--- src/dmpd_regs.vh ---
// Constants for the dual-modulus PLL divider core
`ifndef DMPD_REGS_VH
`define DMPD_REGS_VH
`define DMPD_N_WIDTH 10
`define DMPD_A_WIDTH 6
`define DMPD_SEL_WIDTH 3
`define DMPD_REF_WIDTH 11
`define DMPD_N_MIN 10'h003
`define DMPD_REF_DIV0 12'h008
`define DMPD_REF_DIV1 12'h040
`define DMPD_REF_DIV2 12'h080
`define DMPD_REF_DIV3 12'h100
`define DMPD_REF_DIV4 12'h200
`define DMPD_REF_DIV5 12'h400
`define DMPD_REF_DIV6 12'h488
`define DMPD_REF_DIV7 12'h800
`define DMPD_PD_PULSE 4'h2
`define DMPD_LOCK_HOLD 4'h4
`endif

--- src/dmpd_sync.v ---
// Two-flop synchroniser for a pin level
`timescale 1ns/100ps
module dmpd_sync #(
   parameter WIDTH = 1
) (
   input wire SYS_CLK,
   input wire RESETN,
   input wire [WIDTH-1:0] D_IN,
   output wire [WIDTH-1:0] D_OUT
);
   reg [WIDTH-1:0] meta_r; // First stage, read only by second
   reg [WIDTH-1:0] sync_r; // Second stage
   // Both stages reset to constants
   always @(posedge SYS_CLK or negedge RESETN) begin
      if (!RESETN) begin
         meta_r <= {WIDTH{1'b0}};
         sync_r <= {WIDTH{1'b0}};
      end else begin
         meta_r <= D_IN;
         sync_r <= meta_r;
      end
   end
   assign D_OUT = sync_r;
endmodule

--- src/dmpd_core.v ---
// Dual-modulus PLL divider: reference divider, N/A counters, phase detector
//
// How it works
// - select picks reference ratio 8 to 2048
// - sixteen static preset lines plus three select
// - N counter is 10-bit, range 3-1023
// - A counter is 6-bit, range 0-63
// - N reloads from preset on the edge after it reaches one
// - counters advance on divider input rising edges
// - modulus control low until A done
// - modulus control high for remaining N-A counts
// - at N done, reload, go low unless A preset is zero, repeat
// - open configuration lines read as one
// - VCO fast or leading pulses VCO output low
// - VCO slow or lagging pulses reference output low
// - locked: both pulse low briefly together
// - lock indicator high locked, pulses low otherwise
// - crystal or external reference, same logic
`timescale 1ns/100ps
`include "dmpd_regs.vh"
module dmpd_core #(
   parameter PD_PULSE = `DMPD_PD_PULSE,
   parameter LOCK_HOLD = `DMPD_LOCK_HOLD
) (
   input wire SYS_CLK,
   input wire RESETN,
   input wire REF_OSC_INPUT,
   input wire DIVIDER_INPUT,
   input wire [2:0] REF_DIVIDE_SELECT,
   input wire [9:0] N_PRESET_VALUE,
   input wire [5:0] A_PRESET_VALUE,
   output wire REF_OSC_OUTPUT,
   output reg MODULUS_CONTROL,
   output reg PHASE_REF_N,
   output reg PHASE_VCO_N,
   output reg LOCK_INDICATOR,
   output reg DIVIDED_VCO_FREQ,
   output reg DIVIDED_REF_FREQ
);
   // Reference ratio lookup, used only for the reference counter reload value
   function [11:0] ref_ratio;
      input [2:0] sel;
      begin
         case (sel)
            3'h0: ref_ratio = `DMPD_REF_DIV0;
            3'h1: ref_ratio = `DMPD_REF_DIV1;
            3'h2: ref_ratio = `DMPD_REF_DIV2;
            3'h3: ref_ratio = `DMPD_REF_DIV3;
            3'h4: ref_ratio = `DMPD_REF_DIV4;
            3'h5: ref_ratio = `DMPD_REF_DIV5;
            3'h6: ref_ratio = `DMPD_REF_DIV6;
            default: ref_ratio = `DMPD_REF_DIV7;
         endcase
      end
   endfunction

   // All pins synchronised; config lines too since they are static switches
   wire [20:0] pin_sync;
   dmpd_sync #(
      .WIDTH(21)
   ) u_sync (
      .SYS_CLK(SYS_CLK),
      .RESETN(RESETN),
      .D_IN({REF_OSC_INPUT, DIVIDER_INPUT, REF_DIVIDE_SELECT, N_PRESET_VALUE,
         A_PRESET_VALUE}),
      .D_OUT(pin_sync)
   );
   wire osc_s = pin_sync[20]; // Reference clock level
   wire fin_s = pin_sync[19]; // Divider input level
   wire [2:0] sel_s = pin_sync[18:16];
   wire [9:0] n_s = pin_sync[15:6];
   wire [5:0] a_s = pin_sync[5:0];

   // Unconnected lines are pulled up outside; logic needs no special case
   // (pads supply the pull-ups)

   // Oscillator output is the inverted input; in external mode left open
   assign REF_OSC_OUTPUT = ~REF_OSC_INPUT;

   reg osc_d_r; // Previous reference level for edge detect
   reg fin_d_r; // Previous divider-input level
   reg [2:0] warm_r; // Fills with ones after reset
   // Edges stay masked until the history flops hold real pin levels, so a pin
   // sitting high at reset release gives no false edge; a true edge in the
   // first cycle after reset release is lost, which is the price of that
   wire armed = warm_r[2];
   wire osc_rise = armed & osc_s & ~osc_d_r;
   wire fin_rise = armed & fin_s & ~fin_d_r;

   // Edge detector history and startup mask
   always @(posedge SYS_CLK or negedge RESETN) begin
      if (!RESETN) begin
         osc_d_r <= 1'b0;
         fin_d_r <= 1'b0;
         warm_r <= 3'h0;
      end else begin
         osc_d_r <= osc_s;
         fin_d_r <= fin_s;
         warm_r <= {warm_r[1:0], 1'b1};
      end
   end

   // Reference divider: counts ratio-1 down to zero
   reg [10:0] ref_cnt_r;
   reg ref_evt_r; // One-cycle divided reference event
   // Reload is ratio minus one; 2048 only fits the 11-bit counter that way
   wire [11:0] ref_reload = ref_ratio(sel_s) - 12'h001;
   always @(posedge SYS_CLK or negedge RESETN) begin
      if (!RESETN) begin
         ref_cnt_r <= 11'h000;
         ref_evt_r <= 1'b0;
      end else begin
         ref_evt_r <= 1'b0;
         if (osc_rise) begin
            if (ref_cnt_r == 11'h000) begin
               ref_cnt_r <= ref_reload[10:0];
               ref_evt_r <= 1'b1;
            end else begin
               ref_cnt_r <= ref_cnt_r - 11'h001;
            end
         end
      end
   end

   // N and A down-counters with modulus control
   reg [9:0] n_cnt_r;
   reg [5:0] a_cnt_r;
   reg vco_evt_r; // One-cycle divided VCO event
   // A zero preset means the low phase is empty from the start
   always @(posedge SYS_CLK or negedge RESETN) begin
      if (!RESETN) begin
         n_cnt_r <= 10'h000;
         a_cnt_r <= 6'h00;
         MODULUS_CONTROL <= 1'b0;
         vco_evt_r <= 1'b0;
      end else begin
         vco_evt_r <= 1'b0;
         if (fin_rise) begin
            if (n_cnt_r <= 10'h001) begin
               // Cycle ends: reload both, back to low unless the A preset is zero
               n_cnt_r <= n_s;
               a_cnt_r <= a_s;
               MODULUS_CONTROL <= (a_s == 6'h00);
               vco_evt_r <= 1'b1;
            end else begin
               n_cnt_r <= n_cnt_r - 10'h001;
               if (a_cnt_r != 6'h00) begin
                  a_cnt_r <= a_cnt_r - 6'h01;
                  // High once A has finished; relies on N >= A
                  MODULUS_CONTROL <= (a_cnt_r == 6'h01);
               end
            end
         end
      end
   end

   // Phase/frequency detector: two flags, reset when both set
   reg up_r; // Reference arrived first
   reg dn_r; // VCO arrived first
   reg [3:0] pr_cnt_r; // Low-pulse stretch for reference side
   reg [3:0] pv_cnt_r; // Low-pulse stretch for VCO side
   localparam [3:0] pulse_len = PD_PULSE[3:0]; // Stretch counters are 4 bits
   wire both = (up_r | ref_evt_r) & (dn_r | vco_evt_r);
   always @(posedge SYS_CLK or negedge RESETN) begin
      if (!RESETN) begin
         up_r <= 1'b0;
         dn_r <= 1'b0;
         pr_cnt_r <= 4'h0;
         pv_cnt_r <= 4'h0;
      end else begin
         if (both) begin
            up_r <= 1'b0;
            dn_r <= 1'b0;
            // Minimum-width pulse on both outputs when in phase
            pr_cnt_r <= pulse_len;
            pv_cnt_r <= pulse_len;
         end else begin
            up_r <= up_r | ref_evt_r;
            dn_r <= dn_r | vco_evt_r;
            if (pr_cnt_r != 4'h0)
               pr_cnt_r <= pr_cnt_r - 4'h1;
            if (pv_cnt_r != 4'h0)
               pv_cnt_r <= pv_cnt_r - 4'h1;
         end
      end
   end

   // Registered active-low phase outputs
   always @(posedge SYS_CLK or negedge RESETN) begin
      if (!RESETN) begin
         PHASE_REF_N <= 1'b1;
         PHASE_VCO_N <= 1'b1;
      end else begin
         PHASE_REF_N <= ~(up_r | (pr_cnt_r != 4'h0));
         PHASE_VCO_N <= ~(dn_r | (pv_cnt_r != 4'h0));
      end
   end

   // Lock: low once only one side has been pending for LOCK_HOLD cycles
   reg [3:0] lock_cnt_r;
   always @(posedge SYS_CLK or negedge RESETN) begin
      if (!RESETN) begin
         lock_cnt_r <= 4'h0;
         LOCK_INDICATOR <= 1'b1;
      end else begin
         if ((up_r ^ dn_r) && !both) begin
            if (lock_cnt_r != LOCK_HOLD)
               lock_cnt_r <= lock_cnt_r + 4'h1;
         end else begin
            lock_cnt_r <= 4'h0;
         end
         LOCK_INDICATOR <= (lock_cnt_r != LOCK_HOLD);
      end
   end

   // Buffered divided-frequency outputs
   always @(posedge SYS_CLK or negedge RESETN) begin
      if (!RESETN) begin
         DIVIDED_VCO_FREQ <= 1'b0;
         DIVIDED_REF_FREQ <= 1'b0;
      end else begin
         DIVIDED_VCO_FREQ <= vco_evt_r;
         DIVIDED_REF_FREQ <= ref_evt_r;
      end
   end
endmodule

--- config.mk ---
export PLATFORM = sky130hd
export DESIGN_NAME = dmpd_core
export DESIGN_NICKNAME = d
export VERILOG_FILES = /design/src/dmpd_sync.v /design/src/dmpd_core.v
export VERILOG_INCLUDE_DIRS = /design/src
export SDC_FILE = /design/constraint.sdc
export NUM_CORES = 1
export LEC_CHECK = 0
export ABC_CLOCK_PERIOD_IN_PS = 3600
export BUFFER_PORTS_ARGS = -buffer_cell sky130_fd_sc_hd__buf_2
export CORE_ASPECT_RATIO = 1.2
export CORE_MARGIN = 8
export CORE_UTILIZATION = 45
export DETAILED_ROUTE_END_ITERATION = 8
export PLACE_DENSITY = 0.74
export SLEW_MARGIN = 10
export SYNTH_ARGS = -nofsm -noshare
export SYNTH_HDL_FRONTEND = slang
export SYNTH_SLANG_ARGS = --single-unit
--- constraint.sdc ---
create_clock -name SYS_CLK -period 3.6 [get_ports SYS_CLK]
set_clock_uncertainty 0.15 [all_clocks]
set_input_delay 0.72 -clock SYS_CLK [delete_from_list [all_inputs] [get_ports SYS_CLK]]
set_output_delay 0.72 -clock SYS_CLK [all_outputs]
set_load 0.02 [all_outputs]
==> results of run 1 <==
final timing paths:
check                      slack (ns)                end  cells after the start
max                              1.11         n_cnt_r[1]                      6
min                              0.20  u_sync.meta_r[12]                      1
max reg2reg                      1.11         n_cnt_r[1]                      6
min reg2reg                      0.20    u_sync.D_OUT[4]                      0
max in group asynchronous        2.44    u_sync.D_OUT[6]                      2
min in group SYS_CLK             0.20    u_sync.D_OUT[4]                      0
kinds of logic (layout without fill, tap and decap cells):
| family | count (synthesis) | in the layout |
|---|---|---|
| and+or+nand+nor | 116 | 116 |
| DFF | 96 | 96 |
| xor gates and xnor gates | 13 | 13 |
| AOI/OAI and AO/OA | 72 | 72 |
| muxes | 3 | 3 |
| buffers and inverters | 25 | 66 |
| adders and majority gates | 11 | 11 |
| other | 1 | 1 |
critical path: stages, from the launching register on:
cell and delay [ns]:
dfrtp_1 0.42, or4_1 0.60, nor3_2 0.56, buf_4 0.30, nor2_1 0.06, a211oi_1 0.20
a21oi_1 0.07
cell type report:
| type | count | area [sq um] |
|---|---|---|
| clock buffer | 10 | 127.6 |
| multi-input combinational | 216 | 1355 |
| clock inverter | 6 | 66.31 |
| inverter | 18 | 67.56 |
| timing repair buffer | 32 | 182.7 |
| sequential | 96 | 2406 |
| fill | 757 | 4120 |
| tap | 117 | 146.4 |
power groups by stage:
stage | Combinational, uW | Clock, uW | Sequential [uW]
final | 778 | 684 | 1560
after global routing | 894 | 754 | 1600
after CTS | 786 | 707 | 1560
after detailed placement | 782 | 0 | 1570
after global placement | 747 | 0 | 1560
after floorplan | 625 | 0 | 1520
layer usage:
layer | routed length, um | up-vias
met5 | 0 | -
met4 | 167 | 0
met3 | 221 | 14
met2 | 3407 | 49
met1 | 2787 | 1271
li1 | - | 1259
metrics by stage:
step / utilization / instances / setup slack [ns] / total power, uW / hold WS [ns]
2_1_floorplan: - / 337 / 1.378 / 2143 / 0.1812
3_3_place_gp: 0.4908 / 479 / 1.217 / 2307 / 0.1819
3_5_place_dp: 0.4908 / 479 / 1.137 / 2356 / 0.1847
4_1_cts: 0.5137 / 495 / 1.127 / 3050 / 0.2046
5_1_grt: 0.5137 / 495 / 0.9679 / 3247 / 0.2110
6_report: 0.5137 / 495 / 1.109 / 3021 / 0.2021
flip-flops by register name, indices dropped and copies added (netlist names), 3 cells and up:
register and flops:
a_cnt_r 6, u_sync.D_OUT 21, pv_cnt_r 4, warm_r 3, u_sync.meta_r 21, n_cnt_r 10, ref_cnt_r 11, pr_cnt_r 4
lock_cnt_r 4
cells in the final DEF, fill, tap and decap left out, types with 4 or more instances in the layout:
cell type	instances
a211oi_1	4
a21oi_1	18
a31oi_1	6
buf_2	28
clkbuf_8	9
dfrtp_1	93
ha_1	11
inv_1	18
nand2_1	23
nand2b_1	5
nand3_1	5
nand3b_1	5
nor2_1	30
nor3_1	16
nor4_1	8
o21ai_0	22
or3_1	6
xnor2_1	8
xor2_1	5
==> metrics.yaml, run 1 <==
power.density_nw_per_um2: 694.3
synth_warnings: 0
insertion_delay_ns: 0.36
drc: 0
holdCritPathClass: "in2async"
rsz0062_at_grt: "no"
clockRootBuffer: "clkbuf_8"
setup.worst_path.start: "n_cnt_r[2]"
setup-tns-final_ns: 0
slew_violations: 0
numClockSinks: 96
synth_cells: 337
cts_tree: "yes"
met3_usage: 0.03077
fp.coreArea_sq_um: 8472
design_area_sq_um: 4352
gr-usage-met1: 0.1369
vias_per_cell: 5.238
ys_top_cells_by_area: "dfrtp_1 (60%), ha_1 (3.6%), nor2_1 (2.9%), o21ai_0 (2.8%), a21oi_1 (2.3%)"
layout-drive-gt1-share: 0.1640
crit_path_max_fanout: 13
synthArstFlopShare: 1.000
peakVddDrop_mv: 0.2934
gr-usage-met2: 0.2041
port_buffers: 29
synthAdderAreaFrac: 0.03559
ant_nets: 0
cts_resized: 0
synthSimpleGateAreaFrac: 0.1605
cp-start-kind: "flop"
cts.clk_slew.worst_paths_ns: 0.10
combPwrFrac: 0.257
criticalPathCategory: "reg2reg"
cap_violations: 0
dpl-instance-area_sq_um: 4158
ys_types: 52
area_growth_pct: 12.52
cts_buffers: 9
dp_hpwl_mm: 4.763
gr-usage-all-layers: 0.1225
swShare: 0.3389
antenna_found_initial: 0
netlist.area_leader.share: 0.6017
num_rows: 37
fin_crit_sh: 0.6920
htree_levels: 3
power_switching_uw: 1024
grt_max_degree: 51
dieArea_sq_um: 11830
vias: 2593
synthesis.area_sq_um: 3867
routabilityCongestion: 0.8936
seqPwrFrac: 0.516
dieHeight_um: 117.6
worstPathArrival_ns: 2.58
tightest_slew_ns: 0.6646
detail_route.wirelength_mm: 6.583
hold_buffers: 0
cell_internal_pwr_uw: 1997
setup_viol: 0
grt_pass1_wl_mm: 11.66
r2r-start: "n_cnt_r[2]"
routedWlPerCell_um: 13.30
synth_seq_area_share: 0.6221
dr.pass1.iters: 5
ys.flop_type: "dfrtp_1"
avgSynthCellArea_sq_um: 11.48
post_cts.repair.setup_buffers: 0
synth_top_family_by_area: "simple AND/OR/NAND/NOR gates"
boundaryPins: 30
synth_common_cells: "dfrtp_1 (93), nor2_1 (30), nand2_1 (23)"
synth_seq_cells: 96
maxSlewHeadroom: 0.5553
initial_core_util: 0.4565
synth.most_common_cell: "dfrtp_1"
syn_nets: 371
nNetsFinal: 407
fmax_mhz: 401.4
die_x_um: 100.6
period_minus_slack_ns: 2.491
clockBufferDepth: 2
clockPowerShare: 0.227
first_global_vias: 2633
diodes: 0
synth_xor_area_frac: 0.02944
synth_top_area_cell: "dfrtp_1"
synth-compound-area-share: 0.1161
grt_overflow: 0
worstPathRequired_ns: 3.69
end_kind: "flop"
muxShareOfSynthArea: 0.007764
status: "finished clean"
busiest_layer: "met2"
finalHoldViolCount: 0
p_leak_uw: 0.001934
synth_edf_count: 0
drtIter0Drc: 126
Note: power is estimated with default switching activity, not from simulation.
==> inputs of run 2 (changes only) <==
Settings changed: ABC_AREA set to 1, ABC_CLOCK_PERIOD_IN_PS 3600 to 2500.
Clock period 3.6 ns to 2.5 ns, I/O delays scaled along.
==> run 2 against run 1 <==
  * Die area grew 2.1%
  * Core utilization grew 1.5 points
  * Worst setup slack lost 0.60 ns
  * Worst hold slack lost 0.11 ns
  * Area after synthesis grew 2.4%
  * Register-to-register slack lost 0.60 ns
  * Synthesized cell count grew 18%
  * Sequential share of layout area shrank 2.1 points
  * Flip-flop and latch count is the same
  * Clock-buffer cell count is the same
  * Sequential power grew 40%
  * Highest routed layer unchanged
==> metrics.yaml, run 2 <==
numClockSinks: 96  # unchanged
cts_buffers: 9  # unchanged
dr.pass1.iters: 4  # -1
grt_max_degree: 46  # -9.8%
synth_edf_count: 0  # unchanged
clockBufferDepth: 2  # unchanged
fp.coreArea_sq_um: 8564  # +1.1%
layout.cells.non_filler: 561  # +13%
synth_seq_cells: 96  # unchanged
peakVddDrop_mv: 0.3997  # +36%
holdCritPathClass: "in2reg"
end_kind: "flop"
die_x_um: 101.7  # +1.0%
gr-usage-met2: 0.2048  # +0.0006847
vias_per_cell: 4.865  # -7.1%
grt_pass1_wl_mm: 12.19  # +4.6%
status: "finished clean"
port_buffers: 29  # unchanged
nNetsFinal: 473  # +16%
insertion_delay_ns: 0.36  # about the same
routedWlPerCell_um: 12.38  # -6.9%
final_common_cell: "dfrtp_1"
cts_tree: "yes"
routabilityCongestion: 0.9058  # +1.4%
layout-drive-gt1-share: 0.1554  # -0.008616
worstPathRequired_ns: 2.63  # -1.06 ns
gr-usage-met1: 0.1467  # +0.009862
antenna_found_initial: 0  # unchanged
vias: 2729  # +5.2%
dieHeight_um: 118.8  # +1.0%
worstPathArrival_ns: 2.12  # -0.46 ns
crit_path_max_fanout: 26  # +13
syn_nets: 433  # +17%
setup_viol: 0  # unchanged
cap_violations: 0  # unchanged
synth_common_cells: "dfrtp_1 (93), nand2_1 (79), nor2_1 (47)"
met3_usage: 0.03523  # +0.004463
first_global_vias: 2787  # +5.8%
area_growth_pct: 14.25
drtIter0Drc: 120  # -4.8%
dp_hpwl_mm: 4.968  # +4.3%
diodes: 0  # unchanged
post_cts.repair.setup_buffers: 0  # unchanged
dp_cells: 544  # +14%
avgSynthCellArea_sq_um: 9.928  # -13%
htree_levels: 3  # unchanged
synth_cells: 399  # +18%
cts_resized: 0  # unchanged
synth_seq_area_share: 0.6074  # -0.01474
ys_top_cells_by_area: "dfrtp_1 (59%), nand2_1 (7.5%), nor2_1 (4.5%), inv_1 (4.2%), ha_1 (3.5%)"
netlist.area_leader.share: 0.5875  # -0.01425
period_minus_slack_ns: 1.992  # -0.4996 ns
gr-usage-all-layers: 0.1261  # +0.003632
slew_violations: 0  # unchanged
p_leak_uw: 0.002215  # +15%
busiest_layer: "met2"
clockRootBuffer: "clkbuf_8"
criticalPathCategory: "reg2reg"
final_cell_mix: "dfrtp_1 (93), nand2_1 (79), nor2_1 (47)"
fin_crit_sh: 0.7967  # +0.1047
dieArea_sq_um: 12070  # +2.1%
synthArstFlopShare: 1.000  # unchanged
boundaryPins: 30  # unchanged
num_rows: 37  # unchanged
initial_core_util: 0.4625  # +0.006022
power.density_nw_per_um2: 1066  # +54%
cts.clk_slew.worst_paths_ns: 0.09  # about the same
cp-start-kind: "flop"
grt_overflow: 0  # unchanged
detail_route.wirelength_mm: 6.943  # +5.5%
synth.most_common_cell: "dfrtp_1"
fmax_mhz: 502.1  # +25%
whs_ns: 0.08990  # -0.1122 ns
ant_nets: 0  # unchanged
synthesis.area_sq_um: 3961  # +2.4%
finalHoldViolCount: 0  # unchanged
drc: 0  # unchanged
setup-tns-final_ns: 0  # unchanged
ys_types: 37  # -29%
ys.flop_type: "dfrtp_1"
hold_buffers: 1  # +1
synth_warnings: 0  # unchanged
synth_top_area_cell: "dfrtp_1"
rsz0062_at_grt: "no"
run 2: cell types whose count changed after synthesis, moves of 5 or more:
cell      change
or3_1         -6
nand3_1      +18
nor4_1        -7
nand4_1      +10
inv_1        +26
nand2_1      +56
nor2_1       +17
nand2b_1      -5
a21oi_1      -11
nor3_1        -6
run 2: kinds of logic after synthesis:
kind of cell    Yosys count  share of synthesized area
buf+inv                  52                    0.05338
fa+ha+maj                11                    0.03474
flops                    96                     0.6074
compound gates           45                    0.07296
xor+xnor                 13                    0.02874
other cells               1                  0.0009467
simple gates            181                     0.2018
run 2: area by class of cell:
class                           instances  area [sq um]
Clock buffer                           10         137.6
Tap cell                              117         146.4
Timing Repair Buffer                   34         200.2
Sequential cell                        96          2406
Fill cell                             720          4039
Inverter                               47         176.4
Clock inverter                          6         115.1
Multi-Input combinational cell        251          1344
run 2: report_power, final:
group / total (uW) / leakage [uW] / internal [uW] / switching (uW)
combinational: 1420 / 0.000933 / 544 / 872
sequential: 2180 / 0.00116 / 1910 / 267
clock: 1230 / 0.000123 / 697 / 535
run 2: path summary, 6_finish.rpt:
check	startpoint	end	slack, ns	depth (start not counted)
worst max-delay path	n_cnt_r[0]	a_cnt_r[5]	0.51	8
worst min-delay path	REF_DIVIDE_SELECT[0]	u_sync.meta_r[16]	0.09	1
worst max register to register	n_cnt_r[0]	a_cnt_r[5]	0.51	8
worst min register to register	u_sync.meta_r[1]	u_sync.D_OUT[1]	0.20	0
max in group asynchronous	RESETN	LOCK_INDICATOR	1.11	3
min in group asynchronous	RESETN	u_sync.D_OUT[8]	0.46	2
run 2: worst max-delay path, cell delays in order, from the launching register on:
cell      delay, ns
dfrtp_1        0.42
inv_1          0.08
ha_1           0.18
nand2_1        0.12
nand2_1        0.13
nand2_4        0.19
a21oi_4        0.41
o211ai_1       0.15
o21ai_0        0.09
run 2: metrics by stage:
step	setup WS [ns]	power (uW)	cell area, sq um	utilization
2_1_floorplan	0.8803	3269	3961	-
3_3_place_gp	0.6051	3531	4263	0.4977
3_5_place_dp	0.4907	3617	4263	0.4977
4_1_cts	0.5001	4865	4526	0.5284
5_1_grt	0.3303	5173	4526	0.5284
6_report	0.5082	4826	4526	0.5284
run 2: layer usage:
| metal | share of wire | vias to the layer above |
|---|---|---|
| li1 | - | 1366 |
| met1 | 0.43 | 1306 |
| met2 | 0.51 | 44 |
| met3 | 0.031 | 13 |
| met4 | 0.024 | 0 |
| met5 | 0 | - |
==> inputs of run 3 (changes only) <==
Settings changed: ABC_CLOCK_PERIOD_IN_PS 2500 to 1800, PLACE_DENSITY 0.74 to 0.76.
Clock period 2.5 ns to 1.8 ns, I/O delays scaled along.
==> run 3 against run 2 <==
  * The run now ends with setup timing left
  * Power rose by 44%
  * Wire length rose by 16%
  * Register-to-register slack got worse by 0.53 ns
  * Global-route usage rose by 1.4 points
  * Fmax rose by 9.5%
  * First-iteration DRC count rose by 7.5%
  * Final area rose by 9.1%
  * Sequential share of layout area fell by 4.4 points
  * Non-clock buffer count rose by 42
  * Die area did not move
  * Sequential power rose by 40%
  * Via count rose by 8.2%
  * Critical endpoint is now a_cnt_r[2]
  * Highest routed layer unchanged
==> metrics.yaml, run 3 (synthesis gave the netlist of run 2 again) <==
status: "finished with violations"
violations: "setup timing"
cts_tree: "yes"
die_x_um: 101.7  # unchanged
layout-drive-gt1-share: 0.2197  # +0.06431
clockRootBuffer: "clkbuf_8"
nFillCells: 687  # -4.6%
fmax_mhz: 549.9  # +9.5%
cts_buffers: 9  # unchanged
area_growth_pct: 24.61
initial_core_util: 0.4625  # unchanged
insertion_delay_ns: 0.36  # about the same
htree_levels: 3  # unchanged
routabilityCongestion: 0.8664  # -4.3%
reg2reg_to: "a_cnt_r[2]"
cap_violations: 0  # unchanged
hp-start: "u_sync.meta_r[13]"
power.density_nw_per_um2: 1407  # +32%
holdCritPathClass: "reg2reg"
r2r-start: "n_cnt_r[0]"
grt_pass1_wl_mm: 13.45  # +10%
grt_max_degree: 30  # -35%
cp-start-kind: "flop"
port_buffers: 29  # unchanged
setup-tns-final_ns: -0.01860  # -0.01860 ns
routedWlPerCell_um: 13.35  # +7.9%
antenna_found_initial: 1  # +1
cts.clk_slew.worst_paths_ns: 0.09  # about the same
r2r_slack_ns: -0.02  # -0.53 ns
setup_viol: 1  # +1
utilization: 0.5763  # +0.04792
hold_path_depth: 0  # -1
vias_per_cell: 4.881  # +0.34%
dp_cells: 552  # +1.5%
min_to: "u_sync.D_OUT[13]"
fp.coreArea_sq_um: 8564  # unchanged
dieHeight_um: 118.8  # unchanged
end_kind: "flop"
grt_overflow: 0  # unchanged
rsz0062_at_grt: "yes"
fin_crit_sh: 1.010  # +0.2136
slew_violations: 0  # unchanged
gr-usage-all-layers: 0.1405  # +0.01438
final_cell_mix: "dfrtp_1 (93), nand2_1 (75), nor2_1 (44)"
first_global_vias: 3060  # +9.8%
dpl-instance-area_sq_um: 4323  # +1.4%
dieArea_sq_um: 12070  # unchanged
dp_hpwl_mm: 5.314  # +7.0%
layout.cells.non_filler: 605  # +7.8%
peakVddDrop_mv: 0.6414  # +60%
vias: 2953  # +8.2%
p_leak_uw: 0.002391  # +7.9%
detail_route.wirelength_mm: 8.079  # +16%
clockBufferDepth: 2  # unchanged
numClockSinks: 96  # unchanged
boundaryPins: 30  # unchanged
worstPathRequired_ns: 1.91  # -0.72 ns
criticalPathCategory: "reg2reg"
reg2reg_depth: 10  # +2
worst_slack_ns: -0.01860  # -0.5269 ns
period_minus_slack_ns: 1.819  # -0.1731 ns
drc: 0  # unchanged
ant_nets: 0  # unchanged
final_common_cell: "dfrtp_1"
crit_path_max_fanout: 8  # -69%
num_rows: 37  # unchanged
design_area_sq_um: 4936  # +9.1%
drtIter0Drc: 129  # +7.5%
finalHoldViolCount: 0  # unchanged
fin_total_pwr_uw: 6947  # +44%
worstPathArrival_ns: 1.92  # -0.20 ns
dr.pass1.iters: 4  # unchanged
nNetsFinal: 516  # +9.1%
## run 3: how the worst max path moves through the flow
stage,from,to
after detailed placement,n_cnt_r[0],a_cnt_r[3]
after global routing,n_cnt_r[0],n_cnt_r[4]
after global placement,n_cnt_r[0],a_cnt_r[5]
final,n_cnt_r[0],a_cnt_r[2]
after CTS,n_cnt_r[0],a_cnt_r[2]
after floorplan,n_cnt_r[0],a_cnt_r[2]
## run 3: per-stage QoR
step | setup slack [ns] | hold slack (ns)
finish | -0.01860 | 0.2024
CTS | 0.01047 | 0.2050
floorplan | 0.1803 | -0.08559
detailed placement | -0.08203 | 0.1570
global route | -0.1292 | 0.2122
global placement | 0.07219 | 0.1530
## run 3: where the power goes
group          internal [uW]  switching [uW]
combinational            976            1370
sequential              2660             401
clock                    785             761
total                   4420            2530
## run 3: final cells by class
type	instances	area, sq um	area share
well taps	117	146.4	0.02966
diodes	1	2.502	0.0005070
inverters	47	176.4	0.03574
flip-flops and latches	96	2406	0.4875
multi-input cells	252	1414	0.2864
clock buffers	9	123.9	0.02510
clock inverters	7	95.09	0.01926
repair buffers	76	571.8	0.1158
## run 3: layer usage
metal	vias to the layer above	GRT usage	wire length [um]
li1	1456	-	-
met1	1411	0.1529	3251
met2	63	0.2364	4273
met3	23	0.03112	260
met4	0	0.09524	293
met5	-	0	0
## run 3: what timing repair did
| action | CTS | global route |
|---|---|---|
| hold buffers | 22 | 0 |
| cloned | 0 | 1 |
| endpoints found under the setup margin | 6 | 21 |
| setup buffers | 3 | 10 |
| hold endpoints to repair | 42 | 0 |
| gates resized for setup | 0 | 24 |
| pin swaps | 1 | 7 |
## run 3: worst max-delay path, stage by stage (launching register included)
cell and delay (ns):
dfrtp_1 0.43, buf_4 0.15, ha_1 0.19, nand2_1 0.11, nand2_2 0.10, nand2_4 0.12, inv_2 0.09, nand2_1 0.08
inv_2 0.06, nor3_1 0.17, a21oi_1 0.06
